## src/rtl/acc_pkg.sv

```systemverilog
// Package for the analog comparator control block: map, fields, types
package acc_pkg;
    // Register byte addresses (printed offset plus own choices)
    localparam logic [7:0] ADDR_CTRL_STATUS = 8'h30;
    localparam logic [7:0] ADDR_CONV_CTRL_B = 8'h34;
    localparam logic [7:0] ADDR_DIN_DISABLE = 8'h38;
    localparam logic [7:0] ADDR_CONV_CTRL_A = 8'h3C;
    localparam logic [7:0] ADDR_CONV_MUX    = 8'h40;
    // Field positions in the control/status, conversion and channel mux registers
    localparam int BIT_OFF      = 7;
    localparam int BIT_BANDGAP  = 6;
    localparam int BIT_RESULT   = 5;
    localparam int BIT_FLAG     = 4;
    localparam int BIT_IRQ_EN   = 3;
    localparam int BIT_CAPTURE  = 2;
    localparam int BIT_MODE_HI  = 1;
    localparam int BIT_MUX_EN   = 6;
    localparam int BIT_CONV_EN  = 7;
    localparam int BIT_CH_HI    = 2;
    localparam int NUM_CHANNELS = 8;
    localparam logic [7:0] RESET_BYTE = 8'h00;
    // Interrupt event modes
    typedef enum logic [1:0] {
        MODE_TOGGLE   = 2'h0,
        MODE_RESERVED = 2'h1,
        MODE_FALL     = 2'h2,
        MODE_RISE     = 2'h3
    } acc_mode_type;
    // Analog routing selects handed to the comparator macro
    typedef struct packed {
        logic       power_off;
        logic       pos_bandgap;
        logic       neg_from_mux;
        logic [2:0] channel;
    } acc_route_type;
endpackage

```

## src/rtl/acc_ctrl.sv

```systemverilog
// Analog comparator control: routing, synchroniser, events, Wishbone slave
`timescale 1ns/1ps
module acc_ctrl (
    // Clock and reset
    input  wire logic                  clk_i,
    input  wire logic                  rst_i,
    // Wishbone slave
    input  wire logic                  wb_cyc_i,
    input  wire logic                  wb_stb_i,
    input  wire logic                  wb_we_i,
    input  wire logic [7:0]            wb_adr_i,
    input  wire logic [3:0]            wb_sel_i,
    input  wire logic [31:0]           wb_dat_i,
    output logic      [31:0]           wb_dat_o,
    output logic                       wb_ack_o,
    // Analog macro side
    input  wire logic                  cmp_raw_i,
    output acc_pkg::acc_route_type     route_o,
    // Pins and system
    input  wire logic [1:0]            pin_digital_i,
    output logic      [1:0]            pin_digital_o,
    output logic      [1:0]            din_buf_off_o,
    input  wire logic                  global_irq_en_i,
    input  wire logic                  irq_vector_ack_i,
    output logic                       irq_o,
    output logic                       capture_o
);
    logic [7:0]  csr_q, csr_d;
    logic [7:0]  convb_q, convb_d, din_q, din_d, conva_q, conva_d;
    logic [7:0]  cmux_q, cmux_d;
    logic        sync1_q, sync2_q, prev_q;
    logic        flag_q, flag_d;
    logic [31:0] rdat_d;
    logic        ack_d, irq_d, cap_d;
    logic [1:0]  pin_d;
    acc_pkg::acc_route_type route_d;
    logic        wr, event_hit;
    logic        sw_clear;
    acc_pkg::acc_mode_type mode;

    assign wr   = wb_cyc_i && wb_stb_i && wb_we_i && !wb_ack_o
                  && wb_sel_i[0];
    assign mode = acc_pkg::acc_mode_type'(csr_q[acc_pkg::BIT_MODE_HI:0]);
    // Mode decode drives the edge select
    // Software clear of the flag, watched by the assertions
    assign sw_clear = wr && (wb_adr_i == acc_pkg::ADDR_CTRL_STATUS)
                      && wb_dat_i[acc_pkg::BIT_FLAG];

    // One input gate per comparator pin
    for (genvar b = 0; b < $bits(pin_d); b++) begin : g_pin
        assign pin_d[b] = pin_digital_i[b] && !din_q[b];
    end

    // Edge found on synchronised samples only
    always_comb begin
        case (mode)
            acc_pkg::MODE_TOGGLE: event_hit = sync2_q != prev_q;
            acc_pkg::MODE_FALL:   event_hit = prev_q && !sync2_q;
            acc_pkg::MODE_RISE:   event_hit = !prev_q && sync2_q;
            default:              event_hit = 1'b0;
        endcase
    end

    always_comb begin
        csr_d   = csr_q;
        convb_d = convb_q;
        din_d   = din_q;
        conva_d = conva_q;
        cmux_d  = cmux_q;
        flag_d  = flag_q;
        if (irq_vector_ack_i) begin
            flag_d = 1'b0;
        end
        if (wr) begin
            case (wb_adr_i)
                acc_pkg::ADDR_CTRL_STATUS: begin
                    csr_d = wb_dat_i[7:0];
                    if (wb_dat_i[acc_pkg::BIT_FLAG]) begin
                        flag_d = 1'b0;
                    end
                end
                acc_pkg::ADDR_CONV_CTRL_B: convb_d = wb_dat_i[7:0];
                acc_pkg::ADDR_DIN_DISABLE: din_d   = wb_dat_i[7:0];
                acc_pkg::ADDR_CONV_CTRL_A: conva_d = wb_dat_i[7:0];
                acc_pkg::ADDR_CONV_MUX:    cmux_d  = wb_dat_i[7:0];
                default: ;
            endcase
        end
        // Set beats a same-cycle clear
        if (event_hit) begin
            flag_d = 1'b1;
        end
    end

    always_comb begin
        ack_d  = wb_cyc_i && wb_stb_i && !wb_ack_o;
        rdat_d = 32'h0000_0000;
        case (wb_adr_i)
            acc_pkg::ADDR_CTRL_STATUS: begin
                rdat_d[7:0] = csr_q;
                rdat_d[acc_pkg::BIT_RESULT] = sync2_q;
                rdat_d[acc_pkg::BIT_FLAG]   = flag_q;
            end
            acc_pkg::ADDR_CONV_CTRL_B: rdat_d[7:0] = convb_q;
            acc_pkg::ADDR_DIN_DISABLE: rdat_d[7:0] = din_q;
            acc_pkg::ADDR_CONV_CTRL_A: rdat_d[7:0] = conva_q;
            acc_pkg::ADDR_CONV_MUX:    rdat_d[7:0] = cmux_q;
            default:                   rdat_d = 32'h0000_0000;
        endcase
        irq_d = flag_q && csr_q[acc_pkg::BIT_IRQ_EN]
                && global_irq_en_i;
        cap_d = csr_q[acc_pkg::BIT_CAPTURE] && sync2_q;
        route_d.power_off   = csr_q[acc_pkg::BIT_OFF];
        route_d.pos_bandgap = csr_q[acc_pkg::BIT_BANDGAP];
        route_d.neg_from_mux = convb_q[acc_pkg::BIT_MUX_EN]
                && !conva_q[acc_pkg::BIT_CONV_EN];
        route_d.channel     = cmux_q[acc_pkg::BIT_CH_HI:0];
    end

    always_ff @(posedge clk_i) begin
        if (rst_i) begin
            csr_q    <= acc_pkg::RESET_BYTE;
            convb_q  <= acc_pkg::RESET_BYTE;
            din_q    <= acc_pkg::RESET_BYTE;
            conva_q  <= acc_pkg::RESET_BYTE;
            cmux_q   <= acc_pkg::RESET_BYTE;
            flag_q   <= 1'b0;
            sync1_q  <= 1'b0;
            sync2_q  <= 1'b0;
            prev_q   <= 1'b0;
            wb_ack_o <= 1'b0;
            wb_dat_o <= 32'h0000_0000;
            irq_o    <= 1'b0;
            capture_o <= 1'b0;
            pin_digital_o <= 2'h0;
            din_buf_off_o <= 2'h0;
            route_o  <= '0;
        end else begin
            csr_q    <= csr_d;
            convb_q  <= convb_d;
            din_q    <= din_d;
            conva_q  <= conva_d;
            cmux_q   <= cmux_d;
            flag_q   <= flag_d;
            // is the macro's: cmp_raw_i high when positive > negative
            sync1_q  <= cmp_raw_i;
            sync2_q  <= sync1_q;
            prev_q   <= sync2_q;
            wb_ack_o <= ack_d;
            wb_dat_o <= rdat_d;
            irq_o    <= irq_d;
            capture_o <= cap_d;
            pin_digital_o <= pin_d;
            din_buf_off_o <= din_q[1:0];
            route_o  <= route_d;
        end
    end
endmodule

```

## config.mk

```make
export PLATFORM = sky130hd
export DESIGN_NAME = acc_ctrl
export DESIGN_NICKNAME = d
export VERILOG_FILES = /design/src/rtl/acc_pkg.sv /design/src/rtl/acc_ctrl.sv
export SDC_FILE = /design/constraint.sdc
export NUM_CORES = 1
export LEC_CHECK = 0
export BUFFER_PORTS_ARGS = -buffer_cell sky130_fd_sc_hd__buf_2
export CORE_MARGIN = 4
export CORE_UTILIZATION = 51
export CTS_BUF_LIST = sky130_fd_sc_hd__clkbuf_4
export DETAILED_ROUTE_END_ITERATION = 10
export GPL_ROUTABILITY_DRIVEN = 0
export GPL_TIMING_DRIVEN = 1
export PLACE_DENSITY = 0.87
export SLEW_MARGIN = 40
export SYNTH_ARGS = -nofsm -noshare
export SYNTH_HDL_FRONTEND = slang
export SYNTH_SLANG_ARGS = --single-unit
```

## constraint.sdc

```tcl
create_clock -name clk_i -period 1.64 [get_ports clk_i]
set_input_delay 0.328 -clock clk_i [delete_from_list [all_inputs] [get_ports clk_i]]
set_output_delay 0.328 -clock clk_i [all_outputs]
set_load 0.01 [all_outputs]
```

==> results of run 1 <==
[worst min-delay path by stage]
stage,end,depth (start not counted),start
5_1_grt,sync1_q,2,cmp_raw_i
2_1_floorplan,prev_q,1,rst_i
4_1_cts,sync1_q,2,cmp_raw_i
3_3_place_gp,sync2_q,1,sync1_q
3_5_place_dp,sync2_q,1,sync1_q
6_report,sync1_q,2,cmp_raw_i
[cell type report]
type                       count  area, um^2
tap                           70        87.6
timing repair buffer          59         338
sequential                    63        1260
fill                         430        2020
multi-input combinational    179        1240
clock buffer                  10        75.1
clock inverter                 6        51.3
inverter                      10        37.5
[registers in the layout (all words and copies together) (netlist names), 2 cells and up]
name and cells:
cmux_q 8, conva_q 8, convb_q 8, din_q 8, wb_dat_o 8, csr_q 6
route_o 6, din_buf_off_o 2, pin_digital_o 2
[critical path, delay by kind of cell, from the launching register on]
family / cells / cell delay [ns]
buffers and inverters: 1 / 0.08
AND/OR/NAND/NOR: 1 / 0.13
adder cells (fa/ha/maj): 1 / 0.28
flip-flops: 1 / 0.41
AO/OA/AOI/OAI: 2 / 0.51
[power by group]
| part | total, mW | switching (mW) | internal, mW |
|---|---|---|---|
| Clock | 0.967 | 0.504 | 0.463 |
| Combinational | 0.179 | 0.118 | 0.0608 |
| Sequential | 1.54 | 0.00421 | 1.54 |
[layer usage]
metal / wire length (um) / GRT usage (%) / vias to the layer above
met5: 0 / 0 / -
met4: 144 / 9.12 / 0
met3: 391 / 5.61 / 14
met2: 2990 / 32.4 / 89
met1: 2280 / 21.7 / 965
li1: - / - / 996
[through the flow]
| stage | hold WS [ns] | util (%) | instances |
|---|---|---|---|
| 3_5_place_dp | 0.429 | 58.0 | 381 |
| 5_1_grt | 0.141 | 60.5 | 397 |
| 2_1_floorplan | 0.395 | - | 287 |
| 3_3_place_gp | 0.418 | 58.0 | 381 |
| 4_1_cts | 0.142 | 60.5 | 397 |
| 6_report | 0.164 | 60.5 | 397 |
[logic make-up after synthesis]
kind of cell    share of synthesized area [%]
flops                                    46.8
simple gates                             16.9
fa+ha+maj                               0.929
buf+inv                                  10.4
compound gates                           7.34
mux                                      17.5
other cells                             0.139
[cell usage in the layout (no fill, tap or decap), types with 2 or more instances in the layout]
cell / count
nand2_1: 46
clkbuf_4: 10
conb_1: 24
and4_1: 5
nor3b_1: 2
dfxtp_1: 63
o311ai_0: 2
a22oi_1: 16
nand3_1: 3
and3b_1: 2
nor2b_1: 5
clkinv_1: 4
nand4_2: 5
and4b_1: 2
clkinv_2: 2
inv_1: 9
o22ai_1: 8
mux2i_1: 38
buf_2: 47
mux2_2: 8
nor2_1: 3
ha_1: 2
buf_4: 11
==> metrics.md, run 1 <==
| Metric | Value |
|---|---|
| Library cells used by synthesis | `32` |
| DR DRC count | `0` |
| RR Endpoint | `flag_q` |
| Clock sink total | `63` |
| Max cap viols | `0` |
| Crit path kind | `flip-flop to flip-flop` |
| Top cell type's share of synthesized area | `46.8%` |
| Most used DFF post-synth | `dfxtp_1` |
| Cell Area, Placed | `2960 um^2` |
| Die ar. | `6510 um^2` |
| Period utilisation layout | `88.6%` |
| Syn avg cell area | `10.2 um^2` |
| RSZ-0062 raised after global routing | `false` |
| Maximum clock path buffer count | `2` |
| Top post-synthesis cells by count | `dfxtp_1, nand2_1, mux2i_1` |
| Total wire length | `5810 um` |
| Largest net degree at the start of global routing | `34` |
| Hold Vio Cnt, Final | `0` |
| Floorplan Core Area | `5110 um^2` |
| Status | `finished, final reports clean` |
| Final HPWL DP | `4150 um` |
| Crit path DAT | `1.79 ns` |
| Post-synth top area cell | `dfxtp_1` |
| CP Data Required Time | `1.97 ns` |
| Routed via count | `2,064` |
| Via density | `5.20` |
| Worst Reg-to-Reg Cells | `5` |
| Initial antenna violation count | `0` |
| CP max FO | `4` |
| Async set-reset flop share out of synthesis | `0%` |
| Place WS | `0.00669 ns` |
| Final Power | `2.69 mW` |
| CP cell instances | `inv_1 > ha_1 > nor2b_1 > o311ai_0 > o211a_1` |
| FMAX | `688 MHz` |
| Root Buffer | `clkbuf_4` |
| Syn Std Cell Area | `2690 um^2` |
| Clk_lat worst skew | `0.38 ns` |
| Final Max Tran Viols | `0` |
| Worst-case clock skew | `0.00993 ns` |
| CP endpoint kind | `flip-flop` |
| Reg clk slew, reported paths | `0.10 ns` |
| Sequential cell area fraction in the yosys report | `46.8%` |
| EDFF count, synth | `0` |
| CTS tree | `built` |
| Area grow syn2layout | `14.7%` |
| Share of layout cells above drive strength 1 | `26.6%` |
| Antenna-violating nets left | `0` |
| Crit-path max cell delay | `0.41 ns` |
| Startpoint types | `flip-flop` |
| LEAKAGE | `1.62 nW` |
| Crit path max-delay cell type | `dfxtp_1` |
| Yosys warns | `0` |
| First-pass GRT wire length | `9320 um` |
| Ports | `99` |
| CTS Buf Count | `9` |
| Most common cell in the netlist | `dfxtp_1` |
| Setup TNS | `0 ns` |
| Number of synthesized register bits | `63` |
| Pwr per Cell Area | `870 nW/um^2` |
| Slew @ Worst Pin | `0.603 ns` |
| Setup ws final | `0.187 ns` |
| GRT overflow | `0` |
| Area contributors post-synth | `dfxtp_1, mux2i_1, buf_4, nand2_1, a22oi_1` |
| GRT Resource Usage Total | `19.0%` |
| Worst r2r src | `sync2_q` |
| Height of the die | `80.7 um` |
| Resized Gates After CTS | `0` |
| Crit path capture | `flag_q` |
| Cts hold-fix bufs | `0` |
| PortBufs | `47` |
| Design Area, Final | `3090 um^2` |
| Iter 0 DRT Violations | `184` |
| Setup Viol. Count Final | `0` |
| Vias in the first global route | `2,031` |
| Nets | `378` |
| Final min period | `1.45 ns` |
| Die width | `80.7 um` |
| DR WL/cell | `14.6 um` |
| CP startpoint | `sync2_q` |
| Hold crit path type | `input pin to flip-flop` |
| Antenna cells | `0` |
| Setup slack, reg-to-reg | `0.19 ns` |
| Initial Util | `52.7%` |
| H-tree levels | `3` |
| Post-CTS Setup Bufs | `0` |
| Num rows | `26` |
| Relative slew slack | `59.7%` |
| Peak VDD IR | `0.381 mV` |
| Detailed Routing Iterations Pass 1 | `4` |
| Synthesized netlist cell count | `264` |
Note: power is estimated with default switching activity, not from simulation.
==> inputs of run 2 (changes only) <==
Settings changed: ABC_CLOCK_PERIOD_IN_PS set to 1640, CORE_ASPECT_RATIO set to 0.75.
==> run 2 against run 1 <==
  * Utilization up 1.9 points
  * Die area up 0.18%
  * First-iteration DRC count down 14%
  * Via count up 1.1%
  * Cell area up 1.1%
  * Worst hold slack better by 0.020 ns
  * Global-route usage down 0.47 points
  * Non-clock buffer count up 2
  * Power up 5.6%
  * Critical path type unchanged
  * Largest cell class unchanged
==> metrics.md, run 2 (synthesis gave the netlist of run 1 again) <==
| Metric | Value |
|---|---|
| Crit path DAT | `1.79 ns (about the same)` |
| Period utilisation layout | `88.6% (about the same)` |
| Largest net degree at the start of global routing | `24 (-29%)` |
| Via density | `5.22 (+0.31%)` |
| Floorplan Core Area | `5010 um^2 (-1.9%)` |
| Design Area, Final | `3120 um^2 (+1.1%)` |
| Area grow syn2layout | `16.0%` |
| Clock sink total | `63 (unchanged)` |
| GR Util met3 | `7.44% (+1.8 points)` |
| Resized Gates After CTS | `0 (unchanged)` |
| DR DRC count | `0 (unchanged)` |
| Total internal power | `2.20 mW (+6.6%)` |
| Reg clk slew, reported paths | `0.10 ns (about the same)` |
| Initial Util | `53.7% (+1.0 points)` |
| Hold crit path type | `input pin to flip-flop` |
| Root Buffer | `clkbuf_4` |
| Total wire length | `5810 um (+0.16%)` |
| CTS Buf Count | `9 (unchanged)` |
| Startpoint types | `flip-flop` |
| Placed Instances | `385 (+1.0%)` |
| Final hold slack | `0.184 ns (+0.0198 ns)` |
| Vias in the first global route | `2,037 (+0.30%)` |
| GRT overflow | `0 (unchanged)` |
| FMAX | `688 MHz (about the same)` |
| Storage element area | `1260 um^2 (unchanged)` |
| RSZ-0062 raised after global routing | `false` |
| Final min period | `1.45 ns (+0.000306 ns)` |
| Crit-path max cell delay | `0.42 ns (about the same)` |
| Antenna cells | `0 (unchanged)` |
| Clock share of power | `39.0% (+3.0 points)` |
| Met1 Track Usage GR | `22.5% (+0.77 points)` |
| Peak VDD IR | `0.412 mV (+8.1%)` |
| Most frequent cells in the layout | `dfxtp_1, buf_2, nand2_1, mux2i_1, conb_1` |
| Gate power share | `6.6% (about the same)` |
| Maximum clock path buffer count | `2 (unchanged)` |
| Initial antenna violation count | `0 (unchanged)` |
| CP Data Required Time | `1.98 ns (about the same)` |
| Die ar. | `6520 um^2 (+0.18%)` |
| Antenna-violating nets left | `0 (unchanged)` |
| Final Max Tran Viols | `0 (unchanged)` |
| First-pass GRT wire length | `9580 um (+2.8%)` |
| CP top delay family | `compound AO/OA/AOI/OAI gates` |
| Hold Vio Cnt, Final | `0 (unchanged)` |
| Detailed Routing Iterations Pass 1 | `4 (unchanged)` |
| Grt met2 use | `31.0% (-1.4 points)` |
| CP cell instances | `inv_1 > ha_1 > nor2b_1 > o311ai_0 > o211a_1` |
| GRT Resource Usage Total | `18.6% (-0.47 points)` |
| Max cap viols | `0 (unchanged)` |
| Setup ws final | `0.187 ns (-0.000306 ns)` |
| Cell Area, Placed | `2980 um^2 (+0.59%)` |
| DR WL/cell | `14.5 um (-0.60%)` |
| Nets | `380 (+0.53%)` |
| Die width | `91.9 um (+14%)` |
| Final non-filler cell total | `400 (+0.76%)` |
| PortBufs | `47 (unchanged)` |
| Switching power of the nets | `641 uW (+2.4%)` |
| Crit path kind | `flip-flop to flip-flop` |
| Num rows | `22 (-15%)` |
| Routed via count | `2,086 (+1.1%)` |
| Pwr per Cell Area | `908 nW/um^2 (+4.4%)` |
| Most Crowded Layer GR | `met2` |
| Footprint of the multi-input gates | `1240 um^2 (unchanged)` |
| Worst-case clock skew | `0.00919 ns (-0.000740 ns)` |
| LEAKAGE | `1.63 nW (+1.1%)` |
| Crit path buffers/inverters | `1 (unchanged)` |
| Final Power | `2.84 mW (+5.6%)` |
| Setup Viol. Count Final | `0 (unchanged)` |
| Post-CTS Setup Bufs | `0 (unchanged)` |
| Final HPWL DP | `4270 um (+2.9%)` |
| Iter 0 DRT Violations | `158 (-14%)` |
| Place WS | `-0.0355 ns (-0.0422 ns)` |
| H-tree levels | `3 (unchanged)` |
| Number of fill cells | `388 (-9.8%)` |
| Commonest non-fill, non-tap cell in the layout | `dfxtp_1` |
| Share of layout cells above drive strength 1 | `26.8% (+0.22 points)` |
| Status | `finished, final reports clean` |
| CP max FO | `4 (unchanged)` |
| Height of the die | `70.9 um (-12%)` |
| Cts hold-fix bufs | `0 (unchanged)` |
| Clk_lat worst skew | `0.39 ns (about the same)` |
| Crit path max-delay cell type | `dfxtp_1` |
| CP endpoint kind | `flip-flop` |
| CTS tree | `built` |
| Ports | `99 (unchanged)` |
| Sequential share of power | `54.3% (-3.1 points)` |
| Net Sw Frac | `22.6% (-0.72 points)` |
==> run 2: layout make-up <==
cell class	count	share of cell area, %
clock buffers	9	2.16
multi-input cells	179	39.6
clock inverters	6	2.44
well taps	72	2.88
inverters	10	1.20
flip-flops and latches	63	40.4
repair buffers	61	11.3
==> run 2: stage by stage <==
| step | util [%] | TNS, ns |
|---|---|---|
| 3_3_place_gp | 59.5 | 0 |
| 4_1_cts | 62.4 | 0 |
| 6_report | 62.4 | 0 |
| 2_1_floorplan | - | 0 |
| 5_1_grt | 62.4 | 0 |
| 3_5_place_dp | 59.5 | -0.0410 |
==> run 2: per-layer routing <==
layer  vias to the layer above  routed length, um  part of all wire [%]
li1                        999                  -                     -
met1                       996               2430                    42
met2                        79               2890                    50
met3                        12                415                   7.1
met4                         0                 85                   1.5
met5                         -                  0                     0
==> run 2: worst paths after layout <==
path,start,to,slack (ns),cells after the start
setup / recovery,sync2_q,flag_q,0.19,5
hold / removal,pin_digital_i[1],pin_digital_o[1],0.18,2
setup reg to reg,sync2_q,flag_q,0.19,5
hold reg to reg,din_q[1],pin_digital_o[1],0.46,1
==> run 2: power groups by stage <==
| stage | Combinational (mW) | Sequential (mW) | Clock [mW] |
|---|---|---|---|
| 2_1_floorplan | 0.147 | 1.58 | 0 |
| 3_3_place_gp | 0.180 | 1.58 | 0 |
| 3_5_place_dp | 0.183 | 1.58 | 0 |
| 4_1_cts | 0.184 | 1.54 | 1.13 |
| 5_1_grt | 0.206 | 1.54 | 1.19 |
| 6_report | 0.188 | 1.54 | 1.11 |
